<file path="src/timer_consts.vh">
/*
 holds: offsets, fields, reset values, mode codes and TOP values.
 assumes: included by bare name by every design file of the timer except the waveform channel.
*/
// What this block does
// (RULE1) one clock; the timer tick is a one-cycle enable.
// (RULE2) frequency-correct modes load compares at BOTTOM.
// (RULE3) control A output modes: A 7:6, B 5:4, C 3:2.
// (RULE4) nonzero output mode gives the pin to the waveform; code hands it over for 01 only where 01 toggles.
// (RULE5) software sets the pin direction bit to enable the driver.
// (RULE6) non-PWM: 00 off, 01 toggle, 10 clear, 11 set on match.
// (RULE7) fast PWM: 10 clear on match, set at BOTTOM; 11 inverse.
// (RULE8) fast PWM 01 toggles channel A only in mode 15.
// (RULE9) fast PWM compare at TOP with upper bit set: match ignored.
// (RULE10) phase-correct: 10 clear up-match, set down-match; 11 inverse.
// (RULE11) phase-correct 01 toggles channel A only in modes 9, 11.
// (RULE12) wave mode: control A 1:0 plus two control B bits.
// (RULE13) modes 1-3 dual slope, fixed TOP, load TOP, overflow BOTTOM.
// (RULE14) modes 8/9 load and overflow at BOTTOM.
// (RULE15) modes 10/11 dual slope register TOP; mode 0 counts to 0xFFFF.
// (RULE16) modes 4/12 clear on match, immediate update; 13 reserved.
// (RULE17) modes 5-7, 14, 15 fast PWM, load BOTTOM, overflow TOP.
// (RULE18) BOTTOM overflow keeps the TOP cycle relation.
// (RULE19) control A is read/write, resets to zero.
// (RULE20) tick select: stop, /1 to /1024, external edges.
// (RULE21) reserved mode 13: pins off, counter held at zero.
// (RULE22) outputs and flags act on the matching tick.
`ifndef TIMER_CONSTS_VH
`define TIMER_CONSTS_VH

// ================
// register offsets
`define OFS_CTRL_A 4'h0
`define OFS_CTRL_B 4'h1
`define OFS_COUNT 4'h2
`define OFS_CMP_A 4'h3
`define OFS_CMP_B 4'h4
`define OFS_CMP_C 4'h5
`define OFS_CAPTURE 4'h6
`define OFS_STATUS 4'h7

// ================
// field positions
`define CTRLA_OM_A 7:6
`define CTRLA_OM_B 5:4
`define CTRLA_OM_C 3:2
`define CTRLA_WM_LOW 1:0
`define CTRLB_WM_HIGH 4:3
`define CTRLB_TICK_SEL 2:0
`define STAT_OVF 0
`define STAT_MATCH_A 1

// ================
// reset values
`define CTRL_A_RST 8'h00
`define CTRL_B_RST 8'h00
`define WORD_RST 16'h0000

// ================
// mode codes and fixed TOP values
`define WM_NORMAL 4'h0
`define WM_PC8 4'h1
`define WM_PC9 4'h2
`define WM_PC10 4'h3
`define WM_CTC_CMP 4'h4
`define WM_FAST8 4'h5
`define WM_FAST9 4'h6
`define WM_FAST10 4'h7
`define WM_PFC_CAP 4'h8
`define WM_PFC_CMP 4'h9
`define WM_PC_CAP 4'ha
`define WM_PC_CMP 4'hb
`define WM_CTC_CAP 4'hc
`define WM_RESERVED 4'hd
`define WM_FAST_CAP 4'he
`define WM_FAST_CMP 4'hf
`define TOP_8BIT 16'h00ff
`define TOP_9BIT 16'h01ff
`define TOP_10BIT 16'h03ff
`define TOP_MAX 16'hffff

// ================
// tick select codes and prescaler terminal counts
`define TS_STOP 3'h0
`define TS_DIV1 3'h1
`define TS_DIV8 3'h2
`define TS_DIV64 3'h3
`define TS_DIV256 3'h4
`define TS_DIV1024 3'h5
`define TS_EXT_FALL 3'h6
`define TS_EXT_RISE 3'h7
`define DIV8_END 10'h007
`define DIV64_END 10'h03f
`define DIV256_END 10'h0ff
`define DIV1024_END 10'h3ff

`endif

</file>
<file path="src/tick_gen.v">
/*
 holds: the prescaler that turns core_clk into the one-cycle timer tick.
 assumes: ext_pin_s is already synchronised to core_clk.
*/
`timescale 1ns/100ps
`include "timer_consts.vh"

module tick_gen (
   input wire core_clk,
   input wire rstn,
   input wire [2:0] tick_select,
   input wire ext_pin_s,
   output reg tick_q
);

   reg [9:0] div_q;
   reg pin_prev_q;
   reg tick_d;

   // ================
   // free-running divider and edge memory
   always @(posedge core_clk or negedge rstn) begin
      if (!rstn) begin
         div_q <= 10'h000;
         pin_prev_q <= 1'b0;
         tick_q <= 1'b0;
      end else begin
         div_q <= div_q + 10'h001;
         pin_prev_q <= ext_pin_s;
         tick_q <= tick_d; // a pulse, never a clock [RULE1]
      end
   end

   // ================
   // tick source select; prescaler runs even when stopped
   always @* begin
      case (tick_select) // [RULE20]
         `TS_DIV1: tick_d = 1'b1;
         `TS_DIV8: tick_d = (div_q[2:0] == `DIV8_END);
         `TS_DIV64: tick_d = (div_q[5:0] == `DIV64_END);
         `TS_DIV256: tick_d = (div_q[7:0] == `DIV256_END);
         `TS_DIV1024: tick_d = (div_q == `DIV1024_END);
         `TS_EXT_FALL: tick_d = pin_prev_q & ~ext_pin_s;
         `TS_EXT_RISE: tick_d = ~pin_prev_q & ext_pin_s;
         default: tick_d = 1'b0;
      endcase
   end

endmodule

</file>
<file path="src/wave_channel.v">
/*
 holds: one compare-output waveform flip-flop.
 assumes: match, bottom_ev and tog_ok are already qualified by the parent.
*/
`timescale 1ns/100ps

module wave_channel (
   input wire core_clk,
   input wire rstn,
   input wire tick,
   input wire fam_non,
   input wire fam_fast,
   input wire fam_dual,
   input wire [1:0] out_mode,
   input wire match,
   input wire bottom_ev,
   input wire up,
   input wire tog_ok,
   output reg wave_q
);

   // ================
   // waveform update, only on a timer tick
   always @(posedge core_clk or negedge rstn) begin
      if (!rstn) begin
         wave_q <= 1'b0;
      end else if (tick) begin
         if (fam_non && match) begin
            case (out_mode) // [RULE6]
               2'h1: wave_q <= ~wave_q;
               2'h2: wave_q <= 1'b0;
               2'h3: wave_q <= 1'b1;
               default: wave_q <= wave_q;
            endcase
         end else if (fam_fast) begin
            if (out_mode == 2'h1 && tog_ok && match) begin
               wave_q <= ~wave_q; // [RULE8]
            end else if (out_mode[1] && match) begin
               wave_q <= out_mode[0]; // [RULE7]
            end else if (out_mode[1] && bottom_ev) begin
               wave_q <= ~out_mode[0]; // [RULE7]
            end
         end else if (fam_dual && match) begin
            if (out_mode == 2'h1 && tog_ok) begin
               wave_q <= ~wave_q; // [RULE11]
            end else if (out_mode[1]) begin
               wave_q <= up ? out_mode[0] : ~out_mode[0]; // [RULE10]
            end
         end
      end
   end

endmodule

</file>
<file path="src/timer16_waveform_mode_control.v">
/*
 holds: the 16-bit timer with mode decode, counter, compare buffers,
 flags and three compare output pins, plus its register port.
 assumes: one master drives one-cycle strobes on core_clk; ext_pin is
 asynchronous; the port logic outside muxes pins using wave_en_x.
*/
// Strobed register access and the placing of the registers were chosen for this implementation.
`timescale 1ns/100ps
`include "timer_consts.vh"

module timer16_waveform_mode_control (
   input wire core_clk,
   input wire rstn,
   input wire [3:0] reg_addr,
   input wire [15:0] reg_wdata,
   input wire reg_wr,
   input wire reg_rd,
   output reg [15:0] reg_rdata,
   input wire ext_pin,
   output wire wave_out_a,
   output wire wave_out_b,
   output wire wave_out_c,
   output reg wave_en_a,
   output reg wave_en_b,
   output reg wave_en_c
);

   // ================
   // register state
   reg [7:0] timer1_control_a_q;
   reg [7:0] timer_control_b_q;
   reg [15:0] count_value_q;
   reg [15:0] capture_value_q;
   reg [15:0] cmp_buf_q [0:2];
   reg [15:0] cmp_act_q [0:2];
   reg overflow_flag_q;
   reg [2:0] match_flag_q;
   reg dir_up_q;
   reg block_q;
   reg pin_meta_q;
   reg pin_sync_q;

   wire tick;
   wire [2:0] wave_bus;
   wire [3:0] wave_mode;
   wire [1:0] out_mode [0:2];
   reg [15:0] top_val;
   reg fam_non;
   reg fam_fast;
   reg fam_dual;
   reg fam_pfc;
   reg fam_rsv;
   wire at_top;
   wire at_bottom;
   wire at_max;
   wire wr_ctrl_a;
   wire wr_ctrl_b;
   wire wr_count;
   wire wr_cap;
   wire wr_stat;
   wire load_ev;
   wire ovf_ev;
   wire [2:0] match_raw;
   wire [2:0] match_eff;
   wire [2:0] tog_ok;
   wire [2:0] en_d;

   // ================
   // control register fields
   assign wave_mode = {timer_control_b_q[`CTRLB_WM_HIGH],
      timer1_control_a_q[`CTRLA_WM_LOW]}; // [RULE12]
   assign out_mode[0] = timer1_control_a_q[`CTRLA_OM_A]; // [RULE3]
   assign out_mode[1] = timer1_control_a_q[`CTRLA_OM_B]; // [RULE3]
   assign out_mode[2] = timer1_control_a_q[`CTRLA_OM_C]; // [RULE3]

   // ================
   // write decode
   assign wr_ctrl_a = reg_wr && (reg_addr == `OFS_CTRL_A);
   assign wr_ctrl_b = reg_wr && (reg_addr == `OFS_CTRL_B);
   assign wr_count = reg_wr && (reg_addr == `OFS_COUNT);
   assign wr_cap = reg_wr && (reg_addr == `OFS_CAPTURE);
   assign wr_stat = reg_wr && (reg_addr == `OFS_STATUS);

   // ================
   // external tick pin synchroniser; only stage two is read
   always @(posedge core_clk or negedge rstn) begin
      if (!rstn) begin
         pin_meta_q <= 1'b0;
         pin_sync_q <= 1'b0;
      end else begin
         pin_meta_q <= ext_pin;
         pin_sync_q <= pin_meta_q;
      end
   end

   tick_gen u_tick (
      .core_clk(core_clk),
      .rstn(rstn),
      .tick_select(timer_control_b_q[`CTRLB_TICK_SEL]),
      .ext_pin_s(pin_sync_q),
      .tick_q(tick)
   );

   // ================
   // mode decode: family and TOP source
   always @* begin
      top_val = `TOP_MAX;
      fam_non = 1'b0;
      fam_fast = 1'b0;
      fam_dual = 1'b0;
      fam_pfc = 1'b0;
      fam_rsv = 1'b0;
      case (wave_mode)
         `WM_NORMAL: begin
            fam_non = 1'b1; // [RULE15]
         end
         `WM_PC8: begin
            fam_dual = 1'b1;
            top_val = `TOP_8BIT; // [RULE13]
         end
         `WM_PC9: begin
            fam_dual = 1'b1;
            top_val = `TOP_9BIT; // [RULE13]
         end
         `WM_PC10: begin
            fam_dual = 1'b1;
            top_val = `TOP_10BIT; // [RULE13]
         end
         `WM_CTC_CMP: begin
            fam_non = 1'b1;
            top_val = cmp_act_q[0]; // [RULE16]
         end
         `WM_FAST8: begin
            fam_fast = 1'b1;
            top_val = `TOP_8BIT; // [RULE17]
         end
         `WM_FAST9: begin
            fam_fast = 1'b1;
            top_val = `TOP_9BIT; // [RULE17]
         end
         `WM_FAST10: begin
            fam_fast = 1'b1;
            top_val = `TOP_10BIT; // [RULE17]
         end
         `WM_PFC_CAP: begin
            fam_dual = 1'b1;
            fam_pfc = 1'b1;
            top_val = capture_value_q; // [RULE14]
         end
         `WM_PFC_CMP: begin
            fam_dual = 1'b1;
            fam_pfc = 1'b1;
            top_val = cmp_act_q[0]; // [RULE14]
         end
         `WM_PC_CAP: begin
            fam_dual = 1'b1;
            top_val = capture_value_q; // [RULE15]
         end
         `WM_PC_CMP: begin
            fam_dual = 1'b1;
            top_val = cmp_act_q[0]; // [RULE15]
         end
         `WM_CTC_CAP: begin
            fam_non = 1'b1;
            top_val = capture_value_q; // [RULE16]
         end
         `WM_FAST_CAP: begin
            fam_fast = 1'b1;
            top_val = capture_value_q; // [RULE17]
         end
         `WM_FAST_CMP: begin
            fam_fast = 1'b1;
            top_val = cmp_act_q[0]; // [RULE17]
         end
         default: begin
            fam_rsv = 1'b1; // [RULE21]
         end
      endcase
   end

   // ================
   // counter position events
   assign at_top = (count_value_q == top_val);
   assign at_bottom = (count_value_q == `WORD_RST);
   assign at_max = (count_value_q == `TOP_MAX);

   // buffered load: fast at the wrap, phase-correct at TOP,
   // frequency-correct at BOTTOM; immediate modes bypass it
   assign load_ev = tick && ((fam_fast && at_top) ||
      (fam_dual && !fam_pfc && at_top) ||
      (fam_pfc && at_bottom)); // [RULE2] [RULE13] [RULE17]

   // overflow: MAX for non-PWM, TOP for fast, BOTTOM for dual slope;
   // BOTTOM is sampled on the same tick edge as TOP would be
   assign ovf_ev = tick && ((fam_non && at_max) ||
      (fam_fast && at_top) ||
      (fam_dual && at_bottom)); // [RULE16] [RULE17] [RULE18]

   // ================
   // counter and slope direction
   always @(posedge core_clk or negedge rstn) begin
      if (!rstn) begin
         count_value_q <= `WORD_RST;
         dir_up_q <= 1'b1;
      end else if (wr_count) begin
         count_value_q <= reg_wdata;
      end else if (fam_rsv) begin
         count_value_q <= `WORD_RST; // held, nothing toggles [RULE21]
         dir_up_q <= 1'b1;
      end else if (tick) begin
         if (fam_dual) begin
            if (at_top && dir_up_q) begin
               dir_up_q <= 1'b0;
               count_value_q <= count_value_q - 16'h0001;
            end else if (at_bottom && !dir_up_q) begin
               dir_up_q <= 1'b1;
               count_value_q <= count_value_q + 16'h0001;
            end else if (dir_up_q) begin
               count_value_q <= count_value_q + 16'h0001;
            end else begin
               count_value_q <= count_value_q - 16'h0001;
            end
         end else if ((fam_fast || wave_mode == `WM_CTC_CMP ||
               wave_mode == `WM_CTC_CAP) && at_top) begin
            count_value_q <= `WORD_RST; // [RULE16] [RULE17]
            dir_up_q <= 1'b1;
         end else begin
            count_value_q <= count_value_q + 16'h0001; // wraps at MAX
            dir_up_q <= 1'b1;
         end
      end
   end

   // ================
   // a software count write blocks matches on the next tick
   always @(posedge core_clk or negedge rstn) begin
      if (!rstn) begin
         block_q <= 1'b0;
      end else if (wr_count) begin
         block_q <= 1'b1;
      end else if (tick) begin
         block_q <= 1'b0;
      end
   end

   // ================
   // control and capture registers
   always @(posedge core_clk or negedge rstn) begin
      if (!rstn) begin
         timer1_control_a_q <= `CTRL_A_RST; // [RULE19]
         timer_control_b_q <= `CTRL_B_RST;
         capture_value_q <= `WORD_RST;
      end else begin
         if (wr_ctrl_a) begin
            timer1_control_a_q <= reg_wdata[7:0]; // [RULE19]
         end
         if (wr_ctrl_b) begin
            timer_control_b_q <= {3'h0, reg_wdata[4:0]};
         end
         if (wr_cap) begin
            capture_value_q <= reg_wdata;
         end
      end
   end

   // ================
   // per-channel compare buffers, matches and pin ownership
   genvar ch;
   generate
      for (ch = 0; ch < 3; ch = ch + 1) begin : g_ch
         wire wr_cmp;
         assign wr_cmp = reg_wr && (reg_addr == `OFS_CMP_A + ch[3:0]);

         always @(posedge core_clk or negedge rstn) begin
            if (!rstn) begin
               cmp_buf_q[ch] <= `WORD_RST;
               cmp_act_q[ch] <= `WORD_RST;
            end else begin
               if (wr_cmp) begin
                  cmp_buf_q[ch] <= reg_wdata;
               end
               if (fam_non || fam_rsv) begin
                  cmp_act_q[ch] <= wr_cmp ? reg_wdata : cmp_buf_q[ch]; // [RULE16]
               end else if (load_ev) begin
                  cmp_act_q[ch] <= cmp_buf_q[ch]; // [RULE2]
               end
            end
         end

         // equality on the tick itself, unless a count write or the reserved mode blocks it
         assign match_raw[ch] = tick && !block_q && !fam_rsv &&
            (count_value_q == cmp_act_q[ch]); // [RULE22]
         // fast PWM clear/set output modes with compare at TOP: only the BOTTOM action runs
         assign match_eff[ch] = match_raw[ch] && !(fam_fast &&
            out_mode[ch][1] && cmp_act_q[ch] == top_val); // [RULE9]

         if (ch == 0) begin : g_tog
            assign tog_ok[ch] = (fam_fast && wave_mode == `WM_FAST_CMP) ||
               (fam_dual && (wave_mode == `WM_PFC_CMP ||
               wave_mode == `WM_PC_CMP)); // [RULE8] [RULE11]
         end else begin : g_notog
            assign tog_ok[ch] = 1'b0; // [RULE8] [RULE11]
         end

         // pin is handed over only for a mode that really drives it
         assign en_d[ch] = !fam_rsv && out_mode[ch] != 2'h0 &&
            (fam_non || out_mode[ch][1] || tog_ok[ch]); // [RULE4] [RULE21]

         wave_channel u_wave (
            .core_clk(core_clk),
            .rstn(rstn),
            .tick(tick),
            .fam_non(fam_non),
            .fam_fast(fam_fast),
            .fam_dual(fam_dual),
            .out_mode(out_mode[ch]),
            .match(match_eff[ch]),
            .bottom_ev(at_top),
            .up(dir_up_q),
            .tog_ok(tog_ok[ch]),
            .wave_q(wave_bus[ch])
         );
      end
   endgenerate

   assign wave_out_a = wave_bus[0];
   assign wave_out_b = wave_bus[1];
   assign wave_out_c = wave_bus[2];

   // ================
   // pin ownership; direction bit is software's job outside [RULE5]
   always @(posedge core_clk or negedge rstn) begin
      if (!rstn) begin
         wave_en_a <= 1'b0;
         wave_en_b <= 1'b0;
         wave_en_c <= 1'b0;
      end else begin
         wave_en_a <= en_d[0]; // [RULE4]
         wave_en_b <= en_d[1]; // [RULE4]
         wave_en_c <= en_d[2]; // [RULE4]
      end
   end

   // ================
   // sticky flags, write one to clear; a same-cycle event wins
   always @(posedge core_clk or negedge rstn) begin
      if (!rstn) begin
         overflow_flag_q <= 1'b0;
         match_flag_q <= 3'h0;
      end else begin
         overflow_flag_q <= ovf_ev |
            (overflow_flag_q & ~(wr_stat & reg_wdata[`STAT_OVF])); // [RULE18]
         match_flag_q <= match_raw |
            (match_flag_q & ~({3{wr_stat}} & reg_wdata[3:1])); // [RULE22]
      end
   end

   // ================
   // read port; data valid the cycle after the strobe only
   always @(posedge core_clk or negedge rstn) begin
      if (!rstn) begin
         reg_rdata <= `WORD_RST;
      end else if (!reg_rd) begin
         reg_rdata <= `WORD_RST;
      end else begin
         case (reg_addr)
            `OFS_CTRL_A: reg_rdata <= {8'h00, timer1_control_a_q}; // [RULE19]
            `OFS_CTRL_B: reg_rdata <= {8'h00, timer_control_b_q};
            `OFS_COUNT: reg_rdata <= count_value_q;
            `OFS_CMP_A: reg_rdata <= cmp_buf_q[0];
            `OFS_CMP_B: reg_rdata <= cmp_buf_q[1];
            `OFS_CMP_C: reg_rdata <= cmp_buf_q[2];
            `OFS_CAPTURE: reg_rdata <= capture_value_q;
            `OFS_STATUS: reg_rdata <= {12'h000, match_flag_q, overflow_flag_q};
            default: reg_rdata <= `WORD_RST;
         endcase
      end
   end

endmodule

</file>
<file path="config.mk">
export PLATFORM = sky130hd
export DESIGN_NAME = timer16_waveform_mode_control
export DESIGN_NICKNAME = d
export VERILOG_FILES = /design/src/tick_gen.v /design/src/wave_channel.v /design/src/timer16_waveform_mode_control.v
export VERILOG_INCLUDE_DIRS = /design/src
export SDC_FILE = /design/constraint.sdc
export NUM_CORES = 1
export LEC_CHECK = 0
export BUFFER_PORTS_ARGS = -buffer_cell sky130_fd_sc_hd__buf_4
export CORE_MARGIN = 1
export CORE_UTILIZATION = 32
export DETAILED_ROUTE_END_ITERATION = 16
export SETUP_SLACK_MARGIN = 0.15
export SYNTH_ARGS = -nofsm -noshare
export SYNTH_HDL_FRONTEND = slang
export SYNTH_HIERARCHICAL = 1
export SYNTH_SLANG_ARGS = --single-unit
export TNS_END_PERCENT = 100
</file>
<file path="constraint.sdc">
create_clock -name core_clk -period 5.85 [get_ports core_clk]
set_clock_uncertainty 0.05 [all_clocks]
set_input_delay 0.8775 -clock core_clk [delete_from_list [all_inputs] [get_ports core_clk]]
set_output_delay 0.8775 -clock core_clk [all_outputs]
set_load 0.02 [all_outputs]
</file>
==> impl_metrics.csv <==
group,metric,value,unit
status,status,"complete, no violations",
final_layout,fin_nets,1198,
global_route,antenna_found_initial,1,
power_and_ir_drop,p_int,3190,µW
sta,relSlewSlack,18.1,%
detailed_routing,first_iter_violations,1185,
clock_tree,cts_sinks,183,
power_and_ir_drop,seqPwrFrac,39.2,%
critical_path,worstPathArrival,4770,ps
final_layout,multi_input_area,6290,µm²
floorplan,die_h,190,µm
detailed_routing,post_drt_wl_per_cell,23.9,µm
synthesis,synth-seq-area-share,40.6,%
synthesis,yosysWarnings,6,
sta,setup_slack,1420,ps
clock_tree,cts.path.max_buffers,2,
detailed_routing,dr.pass1.iters,6,
clock_tree,numCtsBuffers,17,
synthesis,synthArstFlopShare,100,%
synthesis,synth_edf_count,0,
sta,finalMaxSlewViolations,0,
clock_tree,clk_pin_slew_worst_paths,100,ps
sta,setup_violations,0,
global_route,grt_usage,22.2,%
critical_path,cp_max_fo,23,
clock_tree,cts_tree,"built",
power_and_ir_drop,pwr-share-comb,38.8,%
sta,fin_tns_setup,0,ps
global_route,grt_max_degree,127,
global_route,first_global_vias,9545,
final_layout,layoutNonFillerInstCount,1637,
synthesis,synth_cell_types,87,
clock_tree,cts.repair.resized,0,
floorplan,rows,68,
synthesis,synth_area_leaders,"dfrtp_1 (40%), mux2_2 (7.9%), xnor2_1 (6.4%), a221o_1 (4.8%), nand2_1 (3.0%)",
detailed_routing,num_vias,9631,
power_and_ir_drop,cellPowerDensity,451,nW/µm²
global_route,gr-total-overflow,0,
detailed_routing,routed_via_density,5.88,
synthesis,synth_top_family_by_area,"compound AO/OA/AOI/OAI gates",
synthesis,synth-adder-area-share,0.554,%
run,drv_cap,0,
power_and_ir_drop,vdd_drop_max,0.177,mV
clock_tree,cts_htree_levels,4,
final_layout,drive_gt1_share,17.7,%
detailed_routing,drcViolationCount,0,
sta,hold_viol_final,0,
place,dpl.hpwl,27500,µm
final_layout,fill_cells,3443,
clock_tree,holdBufCountCts,0,
synthesis,yosysTopAreaCell,"dfrtp_1",
place,numPortBuffers,46,
floorplan,io_pins,47,
floorplan,dieArea,36000,µm²
critical_path,crit_path_start_kind,"flop",
place,place.gp.congestion,0.997,
clock_tree,postCtsSetupRepairBufs,0,
synthesis,synth_cells,1157,
global_route,grt_pass1_wl,60300,µm
critical_path,crit_required,6190,ps
detailed_routing,ant_nets,0,
synthesis,synth_xor_area_share,8.46,%
clock_tree,clkLatencyLatePin,460,ps
min_path,hold_path_class,"flop to flop",
synthesis,synth.avg_cell_area,9.76,µm²
place,placed_cells,1604,
critical_path,crit_path_end_kind,"flop",
synthesis,synth-seq-cells,183,
clock_tree,root_buffer,"clkbuf_16",
floorplan,coreArea,34600,µm²
power_and_ir_drop,p_clk_share,22.0,%
sta,worst-slew-pin-transition,1230,ps
synthesis,synth-compound-area-share,19.5,%
final_layout,final_util,36.7,%
synthesis,ys.flop_type,"dfrtp_1",
sta,rsz0062_at_grt,"no",
place,dpl_worst_slack,1540,ps
floorplan,dieWidth,190,µm
sta,max_freq,226,MHz
power_and_ir_drop,p_sw,2540,µW
synthesis,netlist_area,11300,µm²
sta,period_share,75.8,%
synthesis,yosys.area_share.simple,17.1,%
final_layout,regArea,4580,µm²
final_layout,area_growth,12.6,%
detailed_routing,finalWirelength,39200,µm
sta,min_period,4430,ps
floorplan,initial_core_util,32.6,%
power_and_ir_drop,swShare,44.4,%
critical_path,setup.worst_path.class,"flop to flop",
power_and_ir_drop,power.leakage,0.00518,µW
synthesis,synthMuxAreaShare,9.85,%
synthesis,yosysTopAreaCellShare,40.4,%
## worst paths after layout
kind	start	to	slack, ps	cells after the start
hold reg to reg	pin_meta_q	pin_sync_q	310	0
min in group asynchronous	rstn	g_ch[1].u_wave/wave_q	350	1
max in group asynchronous	rstn	timer1_control_a_q[0]	4340	2
hold / removal	pin_meta_q	pin_sync_q	310	0
setup / recovery	timer_control_b_q[4]	count_value_q[6]	1420	10
setup reg to reg	timer_control_b_q[4]	count_value_q[6]	1420	10
## cells in the final DEF, fill, tap and decap left out, types with 6 or more instances in the layout
| master | n |
|---|---|
| o21ai_0 | 54 |
| buf_4 | 67 |
| nand3_1 | 23 |
| mux2_2 | 79 |
| nor2_1 | 55 |
| and3_1 | 9 |
| a31oi_1 | 7 |
| o22ai_1 | 9 |
| xnor2_1 | 83 |
| o21ai_1 | 6 |
| mux2i_1 | 20 |
| nor2b_1 | 14 |
| o21a_1 | 6 |
| xor2_1 | 26 |
| nand4_1 | 26 |
| a222oi_1 | 13 |
| nand2_1 | 90 |
| a211oi_1 | 7 |
| conb_1 | 6 |
| and2_1 | 50 |
| a21oi_1 | 58 |
| a22oi_1 | 14 |
| dfrtp_1 | 182 |
| clkbuf_16 | 17 |
| nor4_1 | 17 |
| nor3b_1 | 9 |
| nand2b_1 | 11 |
| or3_1 | 8 |
| inv_1 | 20 |
| nor3_1 | 15 |
| a221o_1 | 54 |
## registers in the layout, summed over array words and instances (netlist names), 3 cells and up
| signal | flops |
|---|---|
| cmp_act_q | 48 |
| cmp_buf_q | 48 |
| capture_value_q | 16 |
| count_value_q | 16 |
| reg_rdata | 16 |
| u_tick/div_q | 10 |
| timer1_control_a_q | 8 |
| timer_control_b_q | 5 |
| g_ch.u_wave/wave_q | 3 |
| match_flag_q | 3 |
## cell families (layout without fill, tap and decap cells)
logic type,count (synthesis),count (layout)
AOI/OAI and AO/OA,296,296
xor gates and xnor gates,109,109
adders and majority gates,5,5
buffers and inverters,104,123
DFF,183,183
muxes,100,100
other,1,7
and+or+nand+nor,359,359
## per-stage QoR
stage | hold slack (ps) | total power (µW) | instance area (µm²)
floorplan | 281 | 3640 | 11300
global placement | 283 | 4400 | 12100
detailed placement | 291 | 4420 | 12100
CTS | 313 | 5690 | 12700
global route | 325 | 6030 | 12700
finish | 311 | 5730 | 12700
## power by group through the flow
stage          clock network, µW  logic (µW)  registers, µW
4_1_cts                     1280        2190           2220
3_3_place_gp                   0        2160           2240
6_report                    1260        2220           2250
3_5_place_dp                   0        2180           2240
2_1_floorplan                  0        1740           1900
5_1_grt                     1330        2410           2280
## Yosys cell counts (all sizes together), types with 15 or more instances
library cell	n
nor3	16
a21oi	61
nand4	26
and2	50
xor2	26
xnor2	83
dfrtp	182
nor4	18
nand3	24
inv	22
buf	34
clkbuf	48
nand2	91
a221o	54
a22oi	15
mux2	79
nor2	57
o21ai	60
mux2i	20
## layer usage
metal | GRT usage [%] | vias up | wire length [µm]
met2 | 34.2 | 395 | 17900
met5 | 0 | - | 0
met3 | 3.80 | 69 | 2820
met4 | 7.20 | 0 | 1100
li1 | - | 4320 | -
met1 | 31.3 | 4847 | 17400
## critical path, stage by stage, from the launching register on
cell and delay, ps:
dfrtp_1 660, nor3_1 760, o21ai_1 170, o21a_1 240, xnor2_1 160, or4_1 540, nor3_1 850, a21oi_1 320
a221o_1 370, a21oi_1 130, a221o_1 120
## layout make-up
type | instances | share of cell area, %
clock inverter | 15 | 1.75
timing repair buffer | 69 | 4.22
sequential | 183 | 36.0
inverter | 22 | 0.650
tap | 455 | 4.48
clock buffer | 17 | 3.35
multi-input combinational | 875 | 49.5
antenna | 1 | 0.0197
(Power assumes the default switching activity.)
